===== src/core/i2cs_pkg.sv =====
// Constants shared by the two-wire configuration port and its buffer.
// Assumes a single 250 MHz clock domain and synchronous reset.
package i2cs_pkg;

	// Clock period in nanoseconds
	localparam int CLK_PERIOD_NS = 4;

	// Device-type identifiers
	localparam logic [3:0] ID_MEM     = 4'hA;
	localparam logic [3:0] ID_MEM_ALT = 4'hB;
	localparam logic [3:0] ID_CMD     = 4'h9;

	// Pointer of the write-protect register under the command identifier
	localparam logic [7:0] WP_PTR    = 8'h87;
	// Unlock code for either nibble of the write-protect register
	localparam logic [3:0] WP_UNLOCK = 4'h5;
	// Write-protect reset value: both nibbles locked
	localparam logic [7:0] WP_RESET  = 8'h00;
	// Nibble positions inside the write-protect register
	localparam int WP_MEM_LSB = 4;
	localparam int WP_CFG_LSB = 0;

	// Pointer bit that, when clear, marks an ADC channel select
	localparam int ADC_FLAG_BIT = 7;
	// Channel field of an ADC pointer byte
	localparam int ADC_CH_MSB = 6;
	localparam int ADC_CH_LSB = 3;

	// Page size of memory and configuration writes, as a low-bit count
	localparam int PAGE_BITS = 4;

	// ADC conversion time and its cycle count (longest time: round down)
	localparam int ADC_CONV_NS  = 70000;
	localparam int ADC_CONV_CYC = ADC_CONV_NS / CLK_PERIOD_NS;

	// Write targets
	localparam logic [1:0] TGT_MEM = 2'h0;
	localparam logic [1:0] TGT_CFG = 2'h1;
	localparam logic [1:0] TGT_CMD = 2'h2;

	// Width of one buffered write: target, pointer, data
	localparam int WR_WIDTH = 18;

	// Bit-level protocol states
	typedef enum logic [8:0] {
		ST_IDLE   = 9'h001,
		ST_ADDR   = 9'h002,
		ST_AACK   = 9'h004,
		ST_PTR    = 9'h008,
		ST_PACK   = 9'h010,
		ST_WDATA  = 9'h020,
		ST_WACK   = 9'h040,
		ST_RDATA  = 9'h080,
		ST_RACK   = 9'h100
	} i2cs_state_t;

endpackage : i2cs_pkg


===== src/core/i2cs_pair_buffer.sv =====
// Two-entry buffer with valid and ready on both sides.
// Assumes source and sink sit on the same clock as the buffer.
`timescale 1ns/1ps
module i2cs_pair_buffer
#(
	parameter int WIDTH = 18
)
(
	// Clock and reset
	input  wire logic             clk,
	input  wire logic             srst,
	// Filling side
	input  wire logic             inValid,
	output logic                  inReady,
	input  wire logic [WIDTH-1:0] inData,
	// Draining side
	output logic                  outValid,
	input  wire logic             outReady,
	output logic      [WIDTH-1:0] outData
);

	////////////////////////////////////////////////////////////////////////
	logic [WIDTH-1:0] head_q;      // Oldest entry, drives the output
	logic             headValid_q; // Head holds a word
	logic [WIDTH-1:0] tail_q;      // Second entry
	logic             tailValid_q; // Tail holds a word
	logic             push;        // Word taken in
	logic             pop;         // Word handed out

	// Full only when the tail is taken, so ready never depends on the sink
	assign inReady  = !tailValid_q;
	assign outValid = headValid_q;
	assign outData  = head_q;
	assign push     = inValid && !tailValid_q;
	assign pop      = headValid_q && outReady;

	////////////////////////////////////////////////////////////////////////
	// Entry movement
	always_ff @(posedge clk)
	begin
		if (srst)
		begin
			headValid_q <= 1'b0;
			tailValid_q <= 1'b0;
			head_q      <= '0;
			tail_q      <= '0;
		end
		else if (pop)
		begin
			// Tail moves up; a push cannot coincide with a full tail
			if (tailValid_q)
			begin
				head_q      <= tail_q;
				tailValid_q <= 1'b0;
			end
			else
			begin
				head_q      <= inData;
				headValid_q <= push;
			end
		end
		else if (push)
		begin
			if (!headValid_q)
			begin
				head_q      <= inData;
				headValid_q <= 1'b1;
			end
			else
			begin
				tail_q      <= inData;
				tailValid_q <= 1'b1;
			end
		end
	end

endmodule : i2cs_pair_buffer


===== src/core/i2cs_config_port.sv =====
// Two-wire slave port reaching memory, configuration, command registers
// and the ADC readout. SCL and SDA are sampled by the 250 MHz clock;
// writes leave through a two-entry buffer, reads fetch rdData by pointer.
`timescale 1ns/1ps
module i2cs_config_port
#(
	parameter int ADC_CONV_CYC = i2cs_pkg::ADC_CONV_CYC
)
(
	// Clock and reset
	input  wire logic        clk,
	input  wire logic        srst,
	// Serial pins; SDA is open drain, enable low while driving
	input  wire logic        sclIn,
	input  wire logic        sdaIn,
	output logic             sdaOut,
	output logic             sdaOeN,
	input  wire logic        addr_strap_pin,
	// Stored configuration
	input  wire logic        altTypeSel,
	input  wire logic [1:0]  busAddrCfg,
	input  wire logic        ba2FromStrap,
	// Write stream
	output logic             wrValid,
	input  wire logic        wrReady,
	output logic [1:0]       wrTarget,
	output logic [7:0]       wrAddr,
	output logic [7:0]       wrData,
	// Nonvolatile commit
	output logic             commitStart,
	output logic [1:0]       commitTarget,
	// Read fetch
	output logic [1:0]       rdTarget,
	output logic [7:0]       rdAddr,
	input  wire logic [7:0]  rdData,
	// ADC conversion
	output logic             adcStart,
	output logic [3:0]       adcChannel,
	// Supervisor controls
	output logic             monitorSuspend,
	output logic             active_output_trim
);

	////////////////////////////////////////////////////////////////////////
	// Pin synchronisers and edge detection
	logic [1:0] sclSync_q;   // Two-flop chain for SCL
	logic [1:0] sdaSync_q;   // Two-flop chain for SDA
	logic [1:0] strapSync_q; // Two-flop chain for the strap
	logic       sclLast_q;   // Previous synchronised SCL
	logic       sdaLast_q;   // Previous synchronised SDA
	logic       sclRise;
	logic       sclFall;
	logic       startCond;
	logic       stopCond;

	// Only the second flop of each chain is read by logic
	always_ff @(posedge clk)
	begin
		if (srst)
		begin
			sclSync_q   <= 2'h3;
			sdaSync_q   <= 2'h3;
			strapSync_q <= 2'h0;
			sclLast_q   <= 1'b1;
			sdaLast_q   <= 1'b1;
		end
		else
		begin
			sclSync_q   <= {sclSync_q[0], sclIn};
			sdaSync_q   <= {sdaSync_q[0], sdaIn};
			strapSync_q <= {strapSync_q[0], addr_strap_pin};
			sclLast_q   <= sclSync_q[1];
			sdaLast_q   <= sdaSync_q[1];
		end
	end

	assign sclRise   = sclSync_q[1] && !sclLast_q;
	assign sclFall   = !sclSync_q[1] && sclLast_q;
	assign startCond = sclSync_q[1] && sclLast_q &&
		sdaLast_q && !sdaSync_q[1];
	assign stopCond  = sclSync_q[1] && sclLast_q &&
		!sdaLast_q && sdaSync_q[1];

	////////////////////////////////////////////////////////////////////////
	// Protocol state and byte registers
	i2cs_pkg::i2cs_state_t state_q;
	logic [3:0] bitCnt_q;     // Bits seen in the current byte
	logic [7:0] rxShift_q;    // Received byte
	logic [7:0] txShift_q;    // Byte being sent
	logic       hostAck_q;    // Host acknowledged the last read byte
	logic [1:0] tgt_q;        // Target chosen by the address byte
	logic [7:0] ptr_q;        // Register or memory pointer
	logic [7:0] wp_q;         // Write-protect register
	logic       commitPend_q; // Page data awaits commit at stop
	logic       adcBusy;      // Conversion in progress
	logic [$clog2(ADC_CONV_CYC+1)-1:0] adcCnt_q; // Conversion timer

	// Address byte decode
	logic       typeMem;
	logic       typeCmd;
	logic       ba2Want;
	logic       addrMatch;
	logic       wrAllowed;
	logic       pushReq;
	logic       bufReady;
	logic [7:0] ptrPageInc;

	assign ba2Want = ba2FromStrap ? strapSync_q[1] : 1'b0;
	assign typeMem = rxShift_q[7:4] == (altTypeSel ?
		i2cs_pkg::ID_MEM_ALT : i2cs_pkg::ID_MEM);
	assign typeCmd = rxShift_q[7:4] == i2cs_pkg::ID_CMD;
	// Memory ignores BA0 in matching since it picks the target
	assign addrMatch = !adcBusy && rxShift_q[3] == ba2Want &&
		rxShift_q[2] == busAddrCfg[1] &&
		(typeMem || (typeCmd && rxShift_q[1] == busAddrCfg[0]));

	// Nibble unlock per target; command writes are always allowed
	assign wrAllowed = (tgt_q == i2cs_pkg::TGT_CMD) ||
		(tgt_q == i2cs_pkg::TGT_MEM &&
		 wp_q[i2cs_pkg::WP_MEM_LSB +: 4] == i2cs_pkg::WP_UNLOCK) ||
		(tgt_q == i2cs_pkg::TGT_CFG &&
		 wp_q[i2cs_pkg::WP_CFG_LSB +: 4] == i2cs_pkg::WP_UNLOCK);

	// Page-local increment keeps the page bits fixed
	assign ptrPageInc = {ptr_q[7:i2cs_pkg::PAGE_BITS],
		ptr_q[i2cs_pkg::PAGE_BITS-1:0] + 4'h1};

	// Data byte complete, headed for the buffer
	assign pushReq = sclFall && state_q == i2cs_pkg::ST_WDATA &&
		bitCnt_q == 4'h8 && wrAllowed &&
		!(tgt_q == i2cs_pkg::TGT_CMD && ptr_q == i2cs_pkg::WP_PTR);

	////////////////////////////////////////////////////////////////////////
	// Bit engine: sample on rise, drive on fall
	always_ff @(posedge clk)
	begin
		if (srst)
		begin
			state_q   <= i2cs_pkg::ST_IDLE;
			bitCnt_q  <= 4'h0;
			rxShift_q <= 8'h00;
			txShift_q <= 8'h00;
			hostAck_q <= 1'b0;
			sdaOeN    <= 1'b1;
			tgt_q     <= i2cs_pkg::TGT_MEM;
		end
		else if (startCond)
		begin
			// Start or repeated start: pointer survives for reads
			state_q  <= i2cs_pkg::ST_ADDR;
			bitCnt_q <= 4'h0;
			sdaOeN   <= 1'b1;
		end
		else if (stopCond)
		begin
			state_q <= i2cs_pkg::ST_IDLE;
			sdaOeN  <= 1'b1;
		end
		else if (sclRise)
		begin
			// Receive side samples here only
			unique case (state_q)
				i2cs_pkg::ST_ADDR, i2cs_pkg::ST_PTR, i2cs_pkg::ST_WDATA:
				begin
					rxShift_q <= {rxShift_q[6:0], sdaSync_q[1]};
					bitCnt_q  <= bitCnt_q + 4'h1;
				end
				i2cs_pkg::ST_RDATA:
				begin
					bitCnt_q <= bitCnt_q + 4'h1;
				end
				i2cs_pkg::ST_RACK:
				begin
					hostAck_q <= !sdaSync_q[1];
				end
				default:
				begin
					hostAck_q <= hostAck_q;
				end
			endcase
		end
		else if (sclFall)
		begin
			// SDA only moves while SCL is low
			unique case (state_q)
				i2cs_pkg::ST_ADDR:
				begin
					if (bitCnt_q == 4'h8)
					begin
						// Type, bus select, direction
						if (addrMatch)
						begin
							state_q <= i2cs_pkg::ST_AACK;
							sdaOeN  <= 1'b0;
							tgt_q   <= typeCmd ? i2cs_pkg::TGT_CMD :
								(rxShift_q[1] ? i2cs_pkg::TGT_CFG :
								 i2cs_pkg::TGT_MEM);
						end
						else
						begin
							state_q <= i2cs_pkg::ST_IDLE;
						end
					end
				end
				i2cs_pkg::ST_AACK:
				begin
					bitCnt_q <= 4'h0;
					if (rxShift_q[0])
					begin
						// Read: first byte comes from the set pointer
						state_q   <= i2cs_pkg::ST_RDATA;
						txShift_q <= {rdData[6:0], 1'b0};
						sdaOeN    <= rdData[7];
					end
					else
					begin
						state_q <= i2cs_pkg::ST_PTR;
						sdaOeN  <= 1'b1;
					end
				end
				i2cs_pkg::ST_PTR:
				begin
					if (bitCnt_q == 4'h8)
					begin
						state_q <= i2cs_pkg::ST_PACK;
						sdaOeN  <= 1'b0;
					end
				end
				i2cs_pkg::ST_PACK, i2cs_pkg::ST_WACK:
				begin
					state_q  <= i2cs_pkg::ST_WDATA;
					bitCnt_q <= 4'h0;
					sdaOeN   <= 1'b1;
				end
				i2cs_pkg::ST_WDATA:
				begin
					if (bitCnt_q == 4'h8)
					begin
						// A full buffer cannot stretch SCL, so refuse
						state_q <= i2cs_pkg::ST_WACK;
						sdaOeN  <= !(bufReady || !pushReq);
					end
				end
				i2cs_pkg::ST_RDATA:
				begin
					if (bitCnt_q == 4'h8)
					begin
						// Release for the host acknowledge
						state_q <= i2cs_pkg::ST_RACK;
						sdaOeN  <= 1'b1;
					end
					else
					begin
						txShift_q <= {txShift_q[6:0], 1'b0};
						sdaOeN    <= txShift_q[7];
					end
				end
				i2cs_pkg::ST_RACK:
				begin
					bitCnt_q <= 4'h0;
					if (hostAck_q)
					begin
						state_q   <= i2cs_pkg::ST_RDATA;
						txShift_q <= {rdData[6:0], 1'b0};
						sdaOeN    <= rdData[7];
					end
					else
					begin
						state_q <= i2cs_pkg::ST_IDLE;
						sdaOeN  <= 1'b1;
					end
				end
				default:
				begin
					sdaOeN <= 1'b1;
				end
			endcase
		end
	end

	////////////////////////////////////////////////////////////////////////
	// Pointer: set by the pointer byte, advanced per byte
	always_ff @(posedge clk)
	begin
		if (srst)
		begin
			ptr_q <= 8'h00;
		end
		else if (sclFall && state_q == i2cs_pkg::ST_PTR &&
			bitCnt_q == 4'h8)
		begin
			ptr_q <= rxShift_q;
		end
		else if (sclFall && state_q == i2cs_pkg::ST_WDATA &&
			bitCnt_q == 4'h8 && tgt_q != i2cs_pkg::TGT_CMD)
		begin
			ptr_q <= ptrPageInc;
		end
		else if (sclFall && bitCnt_q == 4'h8 &&
			(state_q == i2cs_pkg::ST_RDATA ||
			 (state_q == i2cs_pkg::ST_WDATA &&
			  tgt_q == i2cs_pkg::TGT_CMD)))
		begin
			// Early advance gives the fetch a whole SCL period to settle
			ptr_q <= ptr_q + 8'h01;
		end
	end

	// Fetch address outputs
	always_ff @(posedge clk)
	begin
		if (srst)
		begin
			rdAddr   <= 8'h00;
			rdTarget <= i2cs_pkg::TGT_MEM;
		end
		else
		begin
			rdAddr   <= ptr_q;
			rdTarget <= tgt_q;
		end
	end

	////////////////////////////////////////////////////////////////////////
	// Write-protect register, volatile, locked from reset
	always_ff @(posedge clk)
	begin
		if (srst)
		begin
			wp_q <= i2cs_pkg::WP_RESET;
		end
		else if (sclFall && state_q == i2cs_pkg::ST_WDATA &&
			bitCnt_q == 4'h8 && tgt_q == i2cs_pkg::TGT_CMD &&
			ptr_q == i2cs_pkg::WP_PTR)
		begin
			wp_q <= rxShift_q;
		end
	end

	////////////////////////////////////////////////////////////////////////
	// Commit at stop once page data was accepted
	always_ff @(posedge clk)
	begin
		if (srst)
		begin
			commitPend_q <= 1'b0;
			commitStart  <= 1'b0;
			commitTarget <= i2cs_pkg::TGT_MEM;
		end
		else
		begin
			commitStart <= 1'b0;
			if (stopCond)
			begin
				commitStart  <= commitPend_q;
				commitPend_q <= 1'b0;
			end
			else if (pushReq && bufReady && tgt_q != i2cs_pkg::TGT_CMD)
			begin
				commitPend_q <= 1'b1;
				commitTarget <= tgt_q;
			end
		end
	end

	////////////////////////////////////////////////////////////////////////
	// ADC conversion timer; blocks address acks while it runs
	assign adcBusy = adcCnt_q != '0;

	always_ff @(posedge clk)
	begin
		if (srst)
		begin
			adcCnt_q   <= '0;
			adcStart   <= 1'b0;
			adcChannel <= 4'h0;
		end
		else
		begin
			adcStart <= 1'b0;
			if (sclFall && state_q == i2cs_pkg::ST_PACK &&
				tgt_q == i2cs_pkg::TGT_CMD &&
				!ptr_q[i2cs_pkg::ADC_FLAG_BIT])
			begin
				adcStart   <= 1'b1;
				adcChannel <= ptr_q[i2cs_pkg::ADC_CH_MSB:
					i2cs_pkg::ADC_CH_LSB];
				adcCnt_q   <= ($clog2(ADC_CONV_CYC+1))'(ADC_CONV_CYC);
			end
			else if (adcBusy)
			begin
				adcCnt_q <= adcCnt_q - 1'b1;
			end
		end
	end

	////////////////////////////////////////////////////////////////////////
	// Monitoring suspension; trim loop is never paused
	always_ff @(posedge clk)
	begin
		if (srst)
		begin
			monitorSuspend     <= 1'b0;
			active_output_trim <= 1'b0;
			sdaOut             <= 1'b0;
		end
		else
		begin
			active_output_trim <= 1'b1;
			sdaOut             <= 1'b0;
			if (stopCond)
			begin
				monitorSuspend <= 1'b0;
			end
			else if (sclFall && state_q == i2cs_pkg::ST_ADDR &&
				bitCnt_q == 4'h8 && addrMatch)
			begin
				monitorSuspend <= 1'b1;
			end
		end
	end

	////////////////////////////////////////////////////////////////////////
	// Write stream buffer
	i2cs_pair_buffer
	#(
		.WIDTH (i2cs_pkg::WR_WIDTH)
	)
	u_wrBuf
	(
		.clk      (clk),
		.srst     (srst),
		.inValid  (pushReq),
		.inReady  (bufReady),
		.inData   ({tgt_q, ptr_q, rxShift_q}),
		.outValid (wrValid),
		.outReady (wrReady),
		.outData  ({wrTarget, wrAddr, wrData})
	);

endmodule : i2cs_config_port


===== config.mk =====
export PLATFORM = sky130hd
export DESIGN_NAME = i2cs_config_port
export DESIGN_NICKNAME = d
export VERILOG_FILES = /design/src/core/i2cs_pkg.sv /design/src/core/i2cs_pair_buffer.sv /design/src/core/i2cs_config_port.sv
export SDC_FILE = /design/constraint.sdc
export NUM_CORES = 1
export LEC_CHECK = 0
export ABC_AREA = 1
export BUFFER_PORTS_ARGS = -buffer_cell sky130_fd_sc_hd__buf_4
export CAP_MARGIN = 20
export CORE_ASPECT_RATIO = 0.8
export CORE_UTILIZATION = 64
export CTS_CLUSTER_DIAMETER = 200
export CTS_CLUSTER_SIZE = 10
export DETAILED_ROUTE_END_ITERATION = 10
export PLACE_DENSITY = 0.94
export SYNTH_ARGS = -nofsm -noshare
export SYNTH_HDL_FRONTEND = slang
export SYNTH_HIERARCHICAL = 1
export SYNTH_SLANG_ARGS = --single-unit

===== constraint.sdc =====
create_clock -name clk -period 5.2 [get_ports clk]
set_clock_uncertainty 0.1 [all_clocks]
set_input_delay 0.52 -clock clk [delete_from_list [all_inputs] [get_ports clk]]
set_output_delay 0.52 -clock clk [all_outputs]
set_load 0.05 [all_outputs]

==> flow_summary.json, run 1 <==
{
  "hold_violations": 0,
  "ys_async_sr_fraction_pct": 0,
  "diodes": 0,
  "synthesis.area_mm2": 0.00660,
  "insertion_delay_ns": 0.43,
  "post_route_cells_drive_above_1_share_pct": 17.0,
  "peakVddDrop_mv": 0.329,
  "met1Wirelength_um": 7110,
  "route.vias.total": 6390,
  "fin_crit_sh_pct": 53.9,
  "crit_chain": "inv_1, ha_1, nand2_1, nor2_1, nand2_2, nor2_4, nand2_1, o21ai_2, nand2_1, inv_1, nand2_2, inv_2, nor2_1, nor2_1",
  "grt_overflow_total": 0,
  "ant_nets": 0,
  "reg2reg_from": "bitCnt_q[1]",
  "startpoint": "bitCnt_q[1]",
  "cts_made_buffers": 17,
  "clk_path_buf_depth": 2,
  "finalSetupViolCount": 0,
  "p_leak_nw": 3.57,
  "grt_pass1_vias": 5815,
  "die_w_um": 116,
  "cpMaxStageDelayCell": "inv_2",
  "syn-instance-count": 938,
  "min_path_type": "in2reg",
  "yosys-top-cells-area": "dfxtp_1 39%, nand2_1 11%, nor2_1 9.0%",
  "clock_sinks": 130,
  "synth.avg_cell_area_um2": 7.03,
  "relSlewSlack_pct": 38.8,
  "die_h_um": 92.8,
  "met3WireLength_um": 1570,
  "drt-initial-drc-count": 726,
  "synth-edff-count": 0,
  "core-area_mm2": 0.00981,
  "fin_tns_setup_ns": 0,
  "tritoncts": "yes",
  "design_area_mm2": 0.00762,
  "cts_setup_buffers": 0,
  "cp.required_ns": 5.45,
  "grt_pass1_wl_um": 27200,
  "post-route-drc-count": 0,
  "crit_end": "u_wrBuf/tail_q[13]",
  "cts.clk_slew.worst_paths_ns": 0.06,
  "drt_first_pass_iters": 8,
  "netlist_top_cells_count": "196 x nand2_1, 158 x nor2_1, 130 x dfxtp_1",
  "fmaxAchievable_ghz": 0.357,
  "powerDensity_mw_per_mm2": 367,
  "die-area_mm2": 0.0107,
  "synth_top_area_share_pct": 39.4,
  "end_kind": "register",
  "multi_input_area_mm2": 0.00335,
  "hpwl_um": 11200,
  "gp_congestion": 0.937,
  "rows": 32,
  "worstSetupStartpointType": "register",
  "rrSetupSlack_ns": 2.40,
  "yosysWarnings": 6,
  "reg2reg_to": "u_wrBuf/tail_q[13]",
  "yosys_register_bits": 130,
  "htreeDepth": 4,
  "start_util_pct": 67.3,
  "postCtsResizedCells": 0,
  "dpl_cell_area_mm2": 0.00705,
  "portBuffers": 57,
  "routed_via_density": 5.64,
  "yosysSeqAreaShare_pct": 39.4,
  "fin_nets": 1014,
  "yosysMostFrequentCell": "nand2_1",
  "synth_fp_nets": 964,
  "status": "finished, final reports clean",
  "drt_wl_total_um": 16700,
  "synth-main-ff-cell": "dfxtp_1",
  "wl_met2_um": 7470,
  "yosysUniqueCellTypes": 49,
  "worstMarginPinSlew_ns": 0.912,
  "register_area_mm2": 0.00260,
  "grt_max_degree": 38,
  "area_growth_pct": 15.6,
  "critical_path_class": "reg2reg",
  "synth_area_leader_cell": "dfxtp_1",
  "critPathMaxFanout": 19,
  "antenna_found_initial": 0,
  "io_pins": 59,
  "grt_usage_pct": 33.0,
  "root_buffer": "clkbuf_16",
  "wl_per_cell_um": 14.8,
  "cts.hold.buffers_added": 0,
  "maxCapViolCount": 0,
  "min_period_ns": 2.80,
  "fillers": 662,
  "top_layer": "met4",
  "worst_ep_arrival_time_ns": 3.06,
  "slew_violations": 0,
  "max_stage_delay_ns": 0.37,
  "reg2regPathDepth": 14,
  "rsz0062_at_grt": "false"
}
==> report_power, final <==
part / internal (mW) / switching [mW]
Clock: 0.756 / 0.424
Sequential: 1.06 / 0.0532
Combinational: 0.186 / 0.323
Total: 2.00 / 0.800
==> through the flow <==
step | total power, mW | utilization (%) | std cells | hold WS, ns | worst slack, ns
floorplan | 1.52 | - | 938 | 0.288 | 3.06
global placement | 1.60 | 71.8 | 1105 | 0.295 | 2.79
detailed placement | 1.62 | 71.8 | 1105 | 0.299 | 2.59
CTS | 2.79 | 77.7 | 1133 | 0.173 | 2.50
global route | 2.91 | 77.7 | 1133 | 0.178 | 2.23
finish | 2.80 | 77.7 | 1133 | 0.177 | 2.40
==> critical path: cells and delay by family, from the launching register on <==
| family | cells | cell delay (ns) |
|---|---|---|
| simple gates | 9 | 1.31 |
| fa+ha+maj | 1 | 0.14 |
| compound gates | 1 | 0.28 |
| flops | 1 | 0.33 |
| buf+inv | 3 | 0.56 |
==> layout make-up <==
type	instances	share of cell area, %
Multi-Input combinational cell	650	43.9
Sequential cell	130	34.1
Timing Repair Buffer	58	5.71
Tap cell	136	2.23
Clock buffer	23	6.53
Inverter	131	6.47
Clock inverter	5	1.02
==> logic make-up (layout without fill, tap and decap cells) <==
kind of cell	count (synthesis)	in the layout	synth area share (%)
compound gates	107	107	8.82
xor+xnor	15	15	1.99
flops	130	130	39.4
buf+inv	158	217	9.82
other cells	1	1	0.0568
fa+ha+maj	8	8	1.52
simple gates	519	519	38.3
==> state kept, by name, indices dropped and copies added, names as in the netlist, 2 cells and up <==
register and cells:
u_wrBuf/outData 18, u_wrBuf/tail_q 18, adcCnt_q 15, state_q 9, ptr_q 8, rdAddr 8
rxShift_q 8, wp_q 8, txShift_q 7, adcChannel 4, bitCnt_q 4, commitTarget 2
rdTarget 2, sclSync_q 2, sdaSync_q 2, strapSync_q 2, tgt_q 2
==> worst min-delay path by stage <==
stage | endpoint | slack, ns | start | depth (start not counted)
global route | sclSync_q[0] | 0.18 | sclIn | 2
global placement | strapSync_q[1] | 0.29 | strapSync_q[0] | 2
detailed placement | sclSync_q[1] | 0.30 | sclSync_q[0] | 1
finish | sdaSync_q[0] | 0.18 | sdaIn | 2
CTS | sdaSync_q[0] | 0.17 | sdaIn | 2
floorplan | strapSync_q[1] | 0.29 | strapSync_q[0] | 2
==> cell usage in the layout (no fill, tap or decap), types with 3 or more instances in the layout <==
cell type	instances
nand4_1	30
buf_4	58
nand3_1	32
dfxtp_1	130
nor2_4	4
nand3b_1	25
o21ai_2	3
a21oi_1	32
o21ai_0	53
nand2_4	7
clkbuf_16	17
clkbuf_8	5
nand2_1	196
o21ai_1	4
inv_1	118
nand3_2	6
ha_1	8
clkinv_2	3
nand2_2	13
xor2_1	13
nand3_4	4
nor2_2	21
a31oi_1	4
inv_2	10
or2_2	7
nor3_1	6
nor2_1	158
==> routing by layer <==
layer / GRT usage [%] / vias to the layer above
met5: 0 / -
met4: 16.3 / 0
met3: 8.05 / 62
met2: 50.2 / 381
met1: 43.3 / 2886
li1: - / 3061
No activity file was read; power rests on OpenSTA's default activity.
==> run 2: changes to the inputs <==
--- a/config.mk
+++ b/config.mk
@@ -9,11 +9,11 @@
 export BUFFER_PORTS_ARGS = -buffer_cell sky130_fd_sc_hd__buf_4
 export CAP_MARGIN = 20
 export CORE_ASPECT_RATIO = 0.8
-export CORE_UTILIZATION = 64
+export CORE_UTILIZATION = 60
 export CTS_CLUSTER_DIAMETER = 200
 export CTS_CLUSTER_SIZE = 10
 export DETAILED_ROUTE_END_ITERATION = 10
-export PLACE_DENSITY = 0.94
+export PLACE_DENSITY = 0.89
 export SYNTH_ARGS = -nofsm -noshare
 export SYNTH_HDL_FRONTEND = slang
 export SYNTH_HIERARCHICAL = 1
==> constraint.sdc (replaced) <==
create_clock -name clk -period 2.84 [get_ports clk]
set_clock_uncertainty 0.1 [all_clocks]
set_input_delay 0.284 -clock clk [delete_from_list [all_inputs] [get_ports clk]]
set_output_delay 0.284 -clock clk [all_outputs]
set_load 0.05 [all_outputs]
==> run 2 against run 1 <==
Worst setup slack worse by 2.1 ns; sequential power is 83% higher; non-clock buffer count is 9 higher; register-to-register slack worse by 2.1 ns; sequential share of layout area is 0.68 points lower; final cell count is 1.5% higher; largest cell class unchanged.
==> flow_summary.json, run 2 (synthesized netlist as in run 1, its figures left out) <==
{
  "min_period_ns": 2.57,
  "diodes": 0,
  "hold_violations": 0,
  "end_kind": "register",
  "max_stage_delay_ns": 0.35,
  "crit_chain": "inv_1, ha_1, nand2_1, nor2_1, nand2_2, nor2_4, nand2_1, o21ai_2, nand2_1, inv_1, nand2_2, inv_2, nor2_1, nor2_1",
  "reg2reg_to": "u_wrBuf/tail_q[16]",
  "grt_pass1_wl_um": 27600,
  "cpMaxStageDelayCell": "inv_2",
  "tritoncts": "yes",
  "wl_met2_um": 7220,
  "cts.clk_slew.worst_paths_ns": 0.06,
  "holdPathEnd": "txShift_q[1]",
  "drt_wl_total_um": 16500,
  "worst_ep_arrival_time_ns": 2.82,
  "clk_path_buf_depth": 2,
  "hpwl_um": 11100,
  "peakVddDrop_mv": 0.517,
  "grt_pass1_vias": 5827,
  "min_path_type": "in2reg",
  "die_h_um": 95.8,
  "wl_per_cell_um": 14.3,
  "die_w_um": 119,
  "gp_congestion": 0.897,
  "critPathMaxFanout": 19,
  "maxCapViolCount": 0,
  "reg2regPathDepth": 14,
  "slew_violations": 0,
  "worstSetupStartpointType": "register",
  "rsz0062_at_grt": "false",
  "postCtsResizedCells": 0,
  "clock_sinks": 130,
  "layout_common_cells": "196 x nand2_1, 158 x nor2_1, 130 x dfxtp_1",
  "routed_via_density": 5.50,
  "status": "finished, final reports clean",
  "route.vias.total": 6329,
  "hp-start": "rdData[0]",
  "grt_max_degree": 41,
  "fmaxAchievable_ghz": 0.390,
  "die-area_mm2": 0.0114,
  "p_leak_nw": 3.63,
  "powerDensity_mw_per_mm2": 689,
  "holdPathStages": 5,
  "cts_made_buffers": 17,
  "top_layer": "met4",
  "ant_nets": 0,
  "io_pins": 59,
  "start_util_pct": 62.9,
  "insertion_delay_ns": 0.42,
  "post_route_cells_drive_above_1_share_pct": 17.8,
  "cp.required_ns": 3.09,
  "post-route-drc-count": 0,
  "critical_path_class": "reg2reg",
  "fin_tns_setup_ns": 0,
  "met1Wirelength_um": 7400,
  "fillers": 806,
  "fin_crit_sh_pct": 90.3,
  "antenna_found_initial": 0,
  "rrSetupSlack_ns": 0.27,
  "drt_first_pass_iters": 6,
  "finalPower_mw": 5.36,
  "reg2reg_from": "bitCnt_q[0]",
  "rows": 33,
  "finalSetupViolCount": 0,
  "mostFrequentLayoutCell": "nand2_1",
  "root_buffer": "clkbuf_16",
  "fin_nets": 1023,
  "drt-initial-drc-count": 740,
  "met3WireLength_um": 1430,
  "portBuffers": 57,
  "area_growth_pct": 17.9,
  "htreeDepth": 4,
  "grt_usage_pct": 30.7,
  "grt_overflow_total": 0,
  "cts_setup_buffers": 0,
  "core-area_mm2": 0.0105
}
## run 2: cell types whose count changed in the layout (fill, tap and decap cells not counted), moves of 3 or more
| cell | previous run | this run |
|---|---|---|
| clkbuf_8 | 5 | 1 |
| clkinvlp_4 | 1 | 5 |
| dlygate4sd3_1 | 0 | 3 |
| buf_4 | 58 | 64 |
| bufinv_16 | 2 | 5 |
## run 2: routing by layer
metal  vias to the layer above  GRT usage [%]
met3                        54           6.87
met1                      2890           40.7
met2                       295           48.8
li1                       3090              -
met5                         -              0
met4                         0           12.1
## run 2: area by class of cell
cell class | count | area (um^2) | share of cell area [%]
Clock inverter | 14 | 211 | 2.72
Sequential cell | 130 | 2600 | 33.5
Inverter | 131 | 493 | 6.34
Multi-Input combinational cell | 650 | 3350 | 43.0
Timing Repair Buffer | 67 | 510 | 6.56
Tap cell | 140 | 175 | 2.25
Clock buffer | 18 | 439 | 5.65
## run 2: worst max path at each step
stage	from	cells after the start	slack, ns	endpoint
floorplan	bitCnt_q[0]	14	0.70	u_wrBuf/outData[10]
global placement	bitCnt_q[0]	14	0.52	u_wrBuf/tail_q[10]
detailed placement	bitCnt_q[0]	14	0.40	u_wrBuf/tail_q[11]
CTS	bitCnt_q[0]	14	0.33	u_wrBuf/tail_q[16]
global route	bitCnt_q[0]	14	0.05	u_wrBuf/tail_q[16]
finish	bitCnt_q[0]	14	0.27	u_wrBuf/tail_q[16]
## run 2: per-stage QoR
step | cells | instance area [um^2] | utilization [%] | setup slack (ns) | hold slack (ns)
CTS | 1150 | 7780 | 74.2 | 0.331 | 0.117
finish | 1150 | 7780 | 74.2 | 0.274 | 0.117
global placement | 1115 | 7100 | 67.7 | 0.524 | 0.295
detailed placement | 1115 | 7100 | 67.7 | 0.405 | 0.293
floorplan | 938 | 6600 | - | 0.697 | 0.253
global route | 1150 | 7780 | 74.2 | 0.0533 | 0.156
## run 2: critical path: cells and delay by family, from the launching register on
| family | cells | cell delay, ns |
|---|---|---|
| AOI/OAI and AO/OA | 1 | 0.15 |
| and+or+nand+nor | 9 | 1.27 |
| buffers and inverters | 3 | 0.50 |
| adders and majority gates | 1 | 0.13 |
| DFF | 1 | 0.34 |
## run 2: power breakdown
part | internal (mW) | switching (mW)
sequential | 1.93 | 0.0948
combinational | 0.345 | 0.596
clock | 1.57 | 0.816
## run 2: timing repair
item / 4_1_cts / 5_1_grt
setup endpoints to repair: 0 / 0
endpoints found under the hold margin: 3 / 0
hold buffers: 3 / 0
